## config.mk

```make
export PLATFORM = sky130hd
export DESIGN_NAME = sadc_top
export DESIGN_NICKNAME = d
export VERILOG_FILES = /design/src/rtl/sadc_sync.v /design/src/rtl/sadc_top.v
export VERILOG_INCLUDE_DIRS = /design/src /design/src/rtl
export SDC_FILE = /design/constraint.sdc
export NUM_CORES = 1
export LEC_CHECK = 0
export BUFFER_PORTS_ARGS = -buffer_cell sky130_fd_sc_hd__buf_2
export CAP_MARGIN = 15
export CELL_PAD_IN_SITES_DETAIL_PLACEMENT = 0
export CELL_PAD_IN_SITES_GLOBAL_PLACEMENT = 1
export CORE_MARGIN = 5
export CORE_UTILIZATION = 42
export CTS_BUF_LIST = sky130_fd_sc_hd__clkbuf_4
export DETAILED_ROUTE_END_ITERATION = 8
export GPL_ROUTABILITY_DRIVEN = 0
export HOLD_SLACK_MARGIN = 0.02
export PLACE_DENSITY = 0.91
export SETUP_SLACK_MARGIN = 0.1
export SLEW_MARGIN = 20
export SYNTH_ARGS = -nofsm -noshare
export SYNTH_HDL_FRONTEND = slang
export SYNTH_SLANG_ARGS = --single-unit
export TNS_END_PERCENT = 30
```

## constraint.sdc

```tcl
create_clock -name I_CLK -period 2.45 [get_ports I_CLK]
set_input_delay 0.49 -clock I_CLK [delete_from_list [all_inputs] [get_ports I_CLK]]
set_output_delay 0.49 -clock I_CLK [all_outputs]
set_load 0.03 [all_outputs]
```

## src/rtl/sadc_defs.vh

```
// Constants for the serial converter control block: register map, field
// positions, reset values and control byte layout.
// Assumes inclusion by bare name from the design files.
`ifndef SADC_DEFS_VH
`define SADC_DEFS_VH

// Register byte addresses
`define SADC_ADDR_CTRL       8'h00
`define SADC_ADDR_STATUS     8'h04
`define SADC_ADDR_RESULT     8'h08
`define SADC_ADDR_INT_STATUS 8'h0C
`define SADC_ADDR_INT_MASK   8'h10
`define SADC_ADDR_W          8

// Reset values
`define SADC_CTRL_RST        1'h1
`define SADC_MASK_RST        3'h0
`define SADC_WORD_ZERO       32'h0000_0000
// Synchroniser reset levels: chip select idles high (deselected)
`define SADC_SYNC_RST        6'h01

// Bus responses
`define SADC_RESP_OKAY       2'h0
`define SADC_RESP_SLVERR     2'h2

// Interrupt status bits
`define SADC_INT_BYTE        0
`define SADC_INT_DONE        1
`define SADC_INT_SHUTDOWN_INPUT        2
`define SADC_INT_W           3

// Control byte fields
`define SADC_CB_CHAN_HI      6
`define SADC_CB_CHAN_LO      4
`define SADC_CB_POLARITY     3
`define SADC_CB_SINGLE       2
`define SADC_CB_PD_HI        1
`define SADC_CB_PD_LO        0
`define SADC_CB_TRACK_BITS   4'h5
`define SADC_CB_LAST_BIT     4'h8
`define SADC_CB_START_CNT    4'h1

// Power mode codes
`define SADC_MODE_EXT        2'h3
`define SADC_MODE_INT        2'h2

// Result layout
`define SADC_RES_MSB         4'h9
`define SADC_RES_FIRST_TRY   10'h200

`endif

```

## src/rtl/sadc_sync.v

```verilog
// Two flip-flop synchroniser for a group of independent level inputs.
// Assumes each bit is a slow level; only the second stage is visible.
`timescale 1ns/10ps
`default_nettype none

module sadc_sync #(
  parameter WIDTH = 1,
  parameter [WIDTH-1:0] RST_VALUE = {WIDTH{1'b0}}
) (
  input wire i_clk,
  input wire i_rst,
  input wire [WIDTH-1:0] i_async,
  output reg [WIDTH-1:0] o_sync
);

  reg [WIDTH-1:0] stage1;

  always @(posedge i_clk)
  begin
    if (i_rst)
    begin
      stage1 <= RST_VALUE;
      o_sync <= RST_VALUE;
    end
    else
    begin
      stage1 <= i_async;
      o_sync <= stage1;
    end
  end

endmodule

`default_nettype wire

```

## src/rtl/sadc_top.v

```verilog
// Serial control and data interface of an eight-channel 10-bit SAR converter,
// with an AXI4-Lite register slave and a level interrupt.
// Assumes the serial pins, comparator and shutdown detectors are asynchronous
// to I_CLK and change slower than a few I_CLK periods.
//
// Function
// - Serial input bits are taken on each rising serial clock edge.
// - Serial output changes on falling serial clock edges and when a conversion completes.
// - Serial output is high impedance while chip select is high.
// - Serial input is ignored while chip select is high.
// - Internal clock mode: strobe low at conversion start, high when done.
// - External clock mode: strobe high one serial clock period before MSB decision.
// - External clock mode: strobe high impedance while chip select is high.
// - Shutdown input low shuts the converter down; otherwise fully operational.
// - Shutdown input high selects internal reference compensation.
// - Shutdown input floating selects external reference compensation.
// - External clock mode: serial clock paces each approximation step.
// - Ten-bit result by successive approximation after a track and hold.
// - Conversion time is step count times conversion clock period.
// - Track starts on the falling edge after the fifth control bit.
// - Hold starts on the falling edge after the eighth control bit.
// - Three channel select bits choose the converted channel.
// - Polarity bit one means unipolar, zero means bipolar.
`timescale 1ns/10ps
`default_nettype none
`include "sadc_defs.vh"

module sadc_top #(
  parameter STEP_CYCLES = 8,
  parameter RES_BITS = 10
) (
  input wire I_CLK,
  input wire I_RST,
  input wire [7:0] I_AWADDR,
  input wire I_AWVALID,
  output reg O_AWREADY,
  input wire [31:0] I_WDATA,
  input wire [3:0] I_WSTRB,
  input wire I_WVALID,
  output reg O_WREADY,
  output reg [1:0] O_BRESP,
  output reg O_BVALID,
  input wire I_BREADY,
  input wire [7:0] I_ARADDR,
  input wire I_ARVALID,
  output reg O_ARREADY,
  output reg [31:0] O_RDATA,
  output reg [1:0] O_RRESP,
  output reg O_RVALID,
  input wire I_RREADY,
  output reg O_IRQ,
  input wire I_CHIP_SELECT_N,
  input wire I_SERIAL_CLOCK,
  input wire I_SERIAL_IN,
  output reg O_SERIAL_OUT,
  output reg O_SERIAL_OUT_OE_N,
  output reg O_CONVERSION_STROBE,
  output reg O_CONVERSION_STROBE_OE_N,
  input wire I_SHUTDOWN_INPUT_LOW,
  input wire I_SHUTDOWN_INPUT_HIGH,
  input wire I_COMPARATOR,
  output reg O_SHUTDOWN,
  output reg O_REF_INTERNAL_COMP,
  output reg O_TRACK_HOLD,
  output reg [2:0] O_CHANNEL_SELECT,
  output reg O_UNIPOLAR,
  output reg O_SINGLE_ENDED,
  output reg [RES_BITS-1:0] O_DAC_CODE
);

  localparam ST_IDLE = 2'b00;
  localparam ST_INT_CONV = 2'b01;
  localparam ST_EXT_STROBE = 2'b10;
  localparam ST_EXT_CONV = 2'b11;

  ////////////////////////////////////////////////////////////////////////////
  // Input synchronisers and serial clock edges

  wire [5:0] sync_out;
  wire cs_n_s;
  wire sclk_s;
  wire sin_s;
  wire shutdown_input_low_s;
  wire shutdown_input_high_s;
  wire comp_s;
  reg sclk_d;
  wire sclk_rise;
  wire sclk_fall;
  reg ctrl_enable;
  wire link_off;

  // Reset to the idle pin levels so no false select follows reset
  sadc_sync #(
    .WIDTH(6),
    .RST_VALUE(`SADC_SYNC_RST)
  ) u_sync (
    .i_clk(I_CLK),
    .i_rst(I_RST),
    .i_async({I_COMPARATOR, I_SHUTDOWN_INPUT_HIGH, I_SHUTDOWN_INPUT_LOW,
              I_SERIAL_IN, I_SERIAL_CLOCK, I_CHIP_SELECT_N}),
    .o_sync(sync_out)
  );

  assign cs_n_s = sync_out[0];
  assign sclk_s = sync_out[1];
  assign sin_s = sync_out[2];
  assign shutdown_input_low_s = sync_out[3];
  assign shutdown_input_high_s = sync_out[4];
  assign comp_s = sync_out[5];
  assign sclk_rise = sclk_s & ~sclk_d;
  assign sclk_fall = ~sclk_s & sclk_d;
  // Deselected or disabled link behaves like chip select high
  assign link_off = cs_n_s | ~ctrl_enable | shutdown_input_low_s;

  always @(posedge I_CLK)
  begin
    if (I_RST)
      sclk_d <= 1'b0;
    else
      sclk_d <= sclk_s;
  end

  ////////////////////////////////////////////////////////////////////////////
  // Control byte receiver

  reg [3:0] rx_cnt;
  reg [6:0] rx_shift;
  reg [1:0] mode;
  reg [1:0] state;
  wire rx_active;
  wire byte_done;

  assign rx_active = ~link_off & (state != ST_INT_CONV) & (state != ST_EXT_CONV)
                     & (state != ST_EXT_STROBE);
  assign byte_done = rx_active & sclk_fall & (rx_cnt == `SADC_CB_LAST_BIT);

  always @(posedge I_CLK)
  begin
    if (I_RST)
    begin
      rx_cnt <= 4'h0;
      rx_shift <= 7'h00;
    end
    else if (!rx_active)
      rx_cnt <= 4'h0;
    else if (byte_done)
      rx_cnt <= 4'h0;
    else if (sclk_rise)
    begin
      if (rx_cnt == 4'h0)
      begin
        if (sin_s)
          rx_cnt <= `SADC_CB_START_CNT;
      end
      else if (rx_cnt != `SADC_CB_LAST_BIT)
      begin
        rx_shift <= {rx_shift[5:0], sin_s};
        rx_cnt <= rx_cnt + 4'h1;
      end
    end
  end

  ////////////////////////////////////////////////////////////////////////////
  // Track and hold, control fields, shutdown and reference mode

  always @(posedge I_CLK)
  begin
    if (I_RST)
    begin
      O_TRACK_HOLD <= 1'b0;
      O_CHANNEL_SELECT <= 3'h0;
      O_UNIPOLAR <= 1'b0;
      O_SINGLE_ENDED <= 1'b0;
      mode <= `SADC_MODE_INT;
      O_SHUTDOWN <= 1'b0;
      O_REF_INTERNAL_COMP <= 1'b0;
    end
    else
    begin
      O_SHUTDOWN <= shutdown_input_low_s;
      O_REF_INTERNAL_COMP <= shutdown_input_high_s & ~shutdown_input_low_s;
      if (rx_active & sclk_fall & (rx_cnt == `SADC_CB_TRACK_BITS))
        O_TRACK_HOLD <= 1'b1;
      else if (byte_done)
      begin
        O_TRACK_HOLD <= 1'b0;
        O_CHANNEL_SELECT <= rx_shift[`SADC_CB_CHAN_HI:`SADC_CB_CHAN_LO];
        O_UNIPOLAR <= rx_shift[`SADC_CB_POLARITY];
        O_SINGLE_ENDED <= rx_shift[`SADC_CB_SINGLE];
        mode <= rx_shift[`SADC_CB_PD_HI:`SADC_CB_PD_LO];
      end
    end
  end

  ////////////////////////////////////////////////////////////////////////////
  // Successive approximation engine

  reg [3:0] bit_idx;
  reg [15:0] step_cnt;
  reg conv_done;
  reg [RES_BITS-1:0] result;
  wire step_now;
  wire [RES_BITS-1:0] one_hot;
  wire [RES_BITS-1:0] decided;

  assign one_hot = {{(RES_BITS-1){1'b0}}, 1'b1} << bit_idx;
  assign decided = comp_s ? O_DAC_CODE : (O_DAC_CODE & ~one_hot);
  // Internal mode steps on a divided I_CLK, external mode on serial falls
  assign step_now = (state == ST_INT_CONV) ? (step_cnt == 16'h0000)
                    : (state == ST_EXT_CONV) & sclk_fall;

  always @(posedge I_CLK)
  begin
    if (I_RST)
    begin
      state <= ST_IDLE;
      bit_idx <= 4'h0;
      step_cnt <= 16'h0000;
      conv_done <= 1'b0;
      result <= {RES_BITS{1'b0}};
      O_DAC_CODE <= {RES_BITS{1'b0}};
      O_CONVERSION_STROBE <= 1'b1;
    end
    else
    begin
      conv_done <= 1'b0;
      if (state == ST_INT_CONV)
        step_cnt <= (step_cnt == 16'h0000) ? STEP_CYCLES[15:0] - 16'h0001
                    : step_cnt - 16'h0001;
      if (shutdown_input_low_s)
      begin
        state <= ST_IDLE;
        O_CONVERSION_STROBE <= 1'b1;
      end
      else
      begin
        case (state)
          ST_IDLE:
          begin
            if (byte_done & (rx_shift[1:0] == `SADC_MODE_EXT))
            begin
              state <= ST_EXT_STROBE;
              O_CONVERSION_STROBE <= 1'b1;
            end
            else if (byte_done & (rx_shift[1:0] == `SADC_MODE_INT))
            begin
              state <= ST_INT_CONV;
              step_cnt <= STEP_CYCLES[15:0] - 16'h0001;
              O_CONVERSION_STROBE <= 1'b0;
            end
            else if (mode == `SADC_MODE_EXT)
              O_CONVERSION_STROBE <= 1'b0;
            else
              O_CONVERSION_STROBE <= 1'b1;
            bit_idx <= `SADC_RES_MSB;
            O_DAC_CODE <= `SADC_RES_FIRST_TRY;
          end
          ST_EXT_STROBE:
          begin
            if (cs_n_s)
              state <= ST_IDLE;
            else if (sclk_fall)
            begin
              O_CONVERSION_STROBE <= 1'b0;
              state <= ST_EXT_CONV;
            end
          end
          ST_INT_CONV, ST_EXT_CONV:
          begin
            if ((state == ST_EXT_CONV) & cs_n_s)
              state <= ST_IDLE;
            else if (step_now)
            begin
              if (bit_idx == 4'h0)
              begin
                result <= decided;
                conv_done <= 1'b1;
                state <= ST_IDLE;
                if (state == ST_INT_CONV)
                  O_CONVERSION_STROBE <= 1'b1;
              end
              else
              begin
                O_DAC_CODE <= decided | (one_hot >> 1);
                bit_idx <= bit_idx - 4'h1;
              end
            end
          end
          default:
            state <= ST_IDLE;
        endcase
      end
    end
  end

  ////////////////////////////////////////////////////////////////////////////
  // Result shifter and pin drivers

  reg [RES_BITS-1:0] out_shift;

  always @(posedge I_CLK)
  begin
    if (I_RST)
    begin
      out_shift <= {RES_BITS{1'b0}};
      O_SERIAL_OUT <= 1'b0;
      O_SERIAL_OUT_OE_N <= 1'b1;
      O_CONVERSION_STROBE_OE_N <= 1'b1;
    end
    else
    begin
      O_SERIAL_OUT_OE_N <= cs_n_s;
      if (mode == `SADC_MODE_EXT)
        O_CONVERSION_STROBE_OE_N <= cs_n_s;
      else
        O_CONVERSION_STROBE_OE_N <= 1'b0;
      if (conv_done)
      begin
        O_SERIAL_OUT <= result[RES_BITS-1];
        out_shift <= {result[RES_BITS-2:0], 1'b0};
      end
      else if (sclk_fall & ~cs_n_s)
      begin
        O_SERIAL_OUT <= out_shift[RES_BITS-1];
        out_shift <= {out_shift[RES_BITS-2:0], 1'b0};
      end
    end
  end

  ////////////////////////////////////////////////////////////////////////////
  // AXI4-Lite register slave and interrupt

  reg aw_full;
  reg w_full;
  reg [7:0] aw_addr;
  reg [31:0] w_data;
  reg [3:0] w_strb;
  reg [2:0] int_mask;
  reg [2:0] int_status;
  reg shutdown_input_d;
  wire [2:0] int_events;
  wire rd_take;
  wire rd_clear;
  wire wr_do;

  assign rd_take = I_ARVALID & O_ARREADY;
  assign rd_clear = rd_take & (I_ARADDR == `SADC_ADDR_INT_STATUS);
  assign wr_do = aw_full & w_full & ~O_BVALID;
  assign int_events = {shutdown_input_low_s & ~shutdown_input_d, conv_done, byte_done};

  always @(posedge I_CLK)
  begin
    if (I_RST)
    begin
      O_AWREADY <= 1'b1;
      O_WREADY <= 1'b1;
      O_BVALID <= 1'b0;
      O_BRESP <= `SADC_RESP_OKAY;
      aw_full <= 1'b0;
      w_full <= 1'b0;
      aw_addr <= 8'h00;
      w_data <= `SADC_WORD_ZERO;
      w_strb <= 4'h0;
      ctrl_enable <= `SADC_CTRL_RST;
      int_mask <= `SADC_MASK_RST;
    end
    else
    begin
      if (I_AWVALID & O_AWREADY)
      begin
        aw_full <= 1'b1;
        aw_addr <= I_AWADDR;
        O_AWREADY <= 1'b0;
      end
      if (I_WVALID & O_WREADY)
      begin
        w_full <= 1'b1;
        w_data <= I_WDATA;
        w_strb <= I_WSTRB;
        O_WREADY <= 1'b0;
      end
      if (wr_do)
      begin
        aw_full <= 1'b0;
        w_full <= 1'b0;
        O_BVALID <= 1'b1;
        O_BRESP <= `SADC_RESP_OKAY;
        case (aw_addr)
          `SADC_ADDR_CTRL:
            if (w_strb[0])
              ctrl_enable <= w_data[0];
          `SADC_ADDR_INT_MASK:
            if (w_strb[0])
              int_mask <= w_data[`SADC_INT_W-1:0];
          `SADC_ADDR_STATUS, `SADC_ADDR_RESULT, `SADC_ADDR_INT_STATUS:
            O_BRESP <= `SADC_RESP_OKAY;
          default:
            O_BRESP <= `SADC_RESP_SLVERR;
        endcase
      end
      if (O_BVALID & I_BREADY)
      begin
        O_BVALID <= 1'b0;
        O_AWREADY <= 1'b1;
        O_WREADY <= 1'b1;
      end
    end
  end

  always @(posedge I_CLK)
  begin
    if (I_RST)
    begin
      O_ARREADY <= 1'b1;
      O_RVALID <= 1'b0;
      O_RDATA <= `SADC_WORD_ZERO;
      O_RRESP <= `SADC_RESP_OKAY;
      int_status <= 3'h0;
      shutdown_input_d <= 1'b0;
      O_IRQ <= 1'b0;
    end
    else
    begin
      shutdown_input_d <= shutdown_input_low_s;
      // A new event wins over the clear by read
      int_status <= (int_status & ~(rd_clear ? 3'h7 : 3'h0)) | int_events;
      O_IRQ <= |(int_status & int_mask);
      if (rd_take)
      begin
        O_ARREADY <= 1'b0;
        O_RVALID <= 1'b1;
        O_RRESP <= `SADC_RESP_OKAY;
        case (I_ARADDR)
          `SADC_ADDR_CTRL:
            O_RDATA <= {31'h0000_0000, ctrl_enable};
          `SADC_ADDR_STATUS:
            O_RDATA <= {20'h0_0000, O_REF_INTERNAL_COMP, O_SHUTDOWN, O_TRACK_HOLD,
                        O_SINGLE_ENDED, O_UNIPOLAR, O_CHANNEL_SELECT, mode, state};
          `SADC_ADDR_RESULT:
            O_RDATA <= {{(32-RES_BITS){1'b0}}, result};
          `SADC_ADDR_INT_STATUS:
            O_RDATA <= {29'h0000_0000, int_status};
          `SADC_ADDR_INT_MASK:
            O_RDATA <= {29'h0000_0000, int_mask};
          default:
          begin
            O_RDATA <= `SADC_WORD_ZERO;
            O_RRESP <= `SADC_RESP_SLVERR;
          end
        endcase
      end
      if (O_RVALID & I_RREADY)
      begin
        O_RVALID <= 1'b0;
        O_ARREADY <= 1'b1;
      end
    end
  end

endmodule

`default_nettype wire

```

==> results.ini <==
[placed_design]
port_buffers=74
post-place-cells=907
place_hpwl_microns=9909

[cells_and_area]
drive_above_1_share_pct=18.71
areaGrowthSynthToFinish_pct=13.10
instances_no_fill=939
nNetsFinal=820
antenna_cells=0
final_core_util_pct=48.04

[grt]
grt_usage_pct=17.13
grt_pass1_vias=4748
grt_max_degree=50
grt_pass1_wl_microns=23000
grt_overflow_total=0
antenna_found_initial=0

[floorplan]
start_util_pct=42.48
rows=43
ios=129
die_area_sq_mm=0.01633
dieHeight_microns=127.8
core_sq_mm=0.01372
die_w_microns=127.8

[cts]
clock_latency_ns=0.55
clkTransAtPathRegs_ns=0.11
cts_setup_buffers=0
clockBufferDepth=2
cts_sinks=131
clockRootBuffer=clkbuf_4
cts_made_buffers=17
cts.htree.levels=4
cts_tree=yes

[drt]
num_vias=4996
via_per_inst=5.321
drtIter0Drc=429
dr.pass1.iters=5
wirelength_microns=13700
routedWlPerCell_microns=14.59
drc=0
ant_nets=0

[timing]
finClkSkew_ns=0.01430
fin_crit_ns=2.231
maxSlewHeadroom_pct=55.64
tightest_slew_ns=0.6616
hold_violations=0
fin_crit_sh_pct=91.04
finalMaxSlewViolations=0
rsz0062_at_grt=yes
max_freq_mhz=448.3
setup_viol=0
tns_ns=0

[pwr]
combinationalPowerShare_pct=7.2
seq_power_share_pct=56.7
p_leak_uw=0.002632
p_sw_uw=1027
power_frac_clock_pct=36.1
max-vdd-ir-drop_v=0.0002382
p_int_uw=2849
sw_frac_of_total_pct=26.50
powerDensity_mw_per_mm2=588.0

[logic_synthesis]
ys_ff_latch=131
netlist_instances=675
synth-simple-area-share_pct=23.36
netlist_area_sq_mm=0.005828
ys_seq_area_share_pct=45.00
ys_types=63
synth_top_family_by_area=simple AND/OR/NAND/NOR gates
synthMuxAreaShare_pct=4.680
synth_xor_area_share_pct=2.104
synth-main-ff-cell=dfxtp_1
synthAdderAreaFrac_pct=1.932
yosysWarningCount=0
synth_edf_count=0
synth.avg_cell_area_sq_um=8.634
async_flop_share_pct=0
synth_compound_gate_area_share_pct=16.27

[critical_path]
cp.arrival_ns=2.65
critPathKind=reg -> reg
critPathCaptureType=register
cp_max_fo=13
r2r_cells=5
start_kind=register
critical_path_required_ns=2.87

[hold_path]
min_path_cells=2
hold_class=in -> reg

[outcome]
status=completed

[flow_run]
drv_cap=0

## cell families after synthesis
group | Yosys count
other | 1
XOR/XNOR | 14
buffers and inverters | 78
AND/OR/NAND/NOR | 256
adder cells (fa/ha/maj) | 9
flip-flops | 131
multiplexers | 27
AO/OA/AOI/OAI | 159
## worst max-delay path, cell delays in order, from the launching register on
cell,delay (ns)
dfxtp_1,0.50
nor4b_4,0.51
nand2_1,0.15
or3_1,0.46
nand2_1,0.38
nor2_1,0.11
## cells in the mapped netlist, types with 3 or more instances
cell type | count | area share, %
nor4_1 | 5 | 0.54
or4_1 | 4 | 0.52
buf_2 | 5 | 0.43
a22oi_1 | 7 | 0.90
nor3_1 | 12 | 1.0
ha_1 | 9 | 1.9
a31oi_1 | 4 | 0.43
nor2b_1 | 20 | 2.1
buf_4 | 22 | 2.8
o22ai_1 | 4 | 0.43
o21ai_0 | 42 | 3.6
nand2b_1 | 13 | 1.4
nand4_1 | 13 | 1.4
a222oi_1 | 8 | 1.4
nor2_1 | 80 | 5.2
xnor2_1 | 7 | 1.1
inv_1 | 18 | 1.2
nor3b_1 | 3 | 0.39
dfxtp_1 | 131 | 45
mux2i_1 | 25 | 4.3
or3_1 | 14 | 1.5
or2_2 | 6 | 0.64
and4_1 | 3 | 0.45
clkbuf_1 | 30 | 1.9
a21oi_1 | 68 | 5.8
nand3_1 | 16 | 1.4
nand2_1 | 46 | 3.0
a211oi_1 | 4 | 0.52
xor2_1 | 7 | 1.1
## worst paths after layout
path                         start               end  slack, ns
setup / recovery          state[0]      step_cnt[11]       0.22
hold / removal     I_CHIP_SELECT_N  u_sync.stage1[0]       0.14
setup reg to reg          state[0]      step_cnt[11]       0.22
hold reg to reg   u_sync.stage1[0]  u_sync.o_sync[0]       0.44
## placed cells by master, fill, tap and decap left out, types with 3 or more instances in the layout
cell / count
or4_1: 4
mux2i_1: 25
xor2_1: 7
nor3b_1: 3
clkbuf_4: 17
o21ai_0: 41
xnor2_1: 7
ha_1: 8
a21oi_1: 68
and4_1: 3
inv_1: 18
nand2_1: 46
conb_1: 22
or3_1: 14
o22ai_1: 4
nor2b_1: 20
buf_2: 73
clkinv_1: 4
a31oi_1: 4
nand2b_1: 13
clkinv_2: 3
nor3_1: 12
a22oi_1: 7
a222oi_1: 8
a211oi_1: 4
nand3_1: 16
nor2_1: 80
or2_2: 6
buf_4: 18
dfxtp_1: 130
nor4_1: 5
nand4_1: 13
## power by group through the flow
stage	Clock, uW	Combinational, uW	Sequential [uW]
after floorplan	0	210	2260
after global placement	0	273	2240
after detailed placement	0	279	2250
after CTS	1420	280	2200
after global routing	1530	311	2200
final	1400	281	2200
## layer usage
metal	wire length (microns)	vias up	track usage, %
met5	0	-	0
met4	165	0	5.056
met3	801	20	4.042
met2	6517	132	27.42
met1	6213	2356	23.06
li1	-	2488	-
## sequential cells by signal, summed over array words and instances (netlist names), 2 cells and up
name / cells
result: 10
w_data: 3
int_mask: 3
mode: 2
out_shift: 9
aw_addr: 8
O_RDATA: 12
state: 2
step_cnt: 16
bit_idx: 4
rx_cnt: 4
O_DAC_CODE: 10
u_sync.o_sync: 6
u_sync.stage1: 6
rx_shift: 7
O_CHANNEL_SELECT: 3
int_status: 3
## repair_timing
item,CTS,global route
cloned,0,0
pin swaps,0,0
resized for setup,1,2
hold buffers,0,0
endpoints found under the setup margin,1,13
## layout make-up
class / instances / area, sq um
sequential: 131 / 2624
inverter: 18 / 67.56
clock inverter: 15 / 140.1
fill: 1314 / 7128
multi-input combinational: 487 / 2907
clock buffer: 17 / 127.6
timing repair buffer: 91 / 500.5
tap: 180 / 225.2
## through the flow
stage | power, uW | cell area (sq um) | hold WS (ns) | setup WS, ns
floorplan | 2469 | 5907 | 0.3895 | 0.2823
global placement | 2517 | 6316 | 0.4059 | 0.1984
detailed placement | 2525 | 6316 | 0.4215 | 0.1188
CTS | 3900 | 6585 | 0.1043 | 0.1153
global route | 4046 | 6591 | 0.1036 | 0.05193
finish | 3876 | 6591 | 0.1379 | 0.2194
Note: power is estimated with default switching activity, not from simulation.
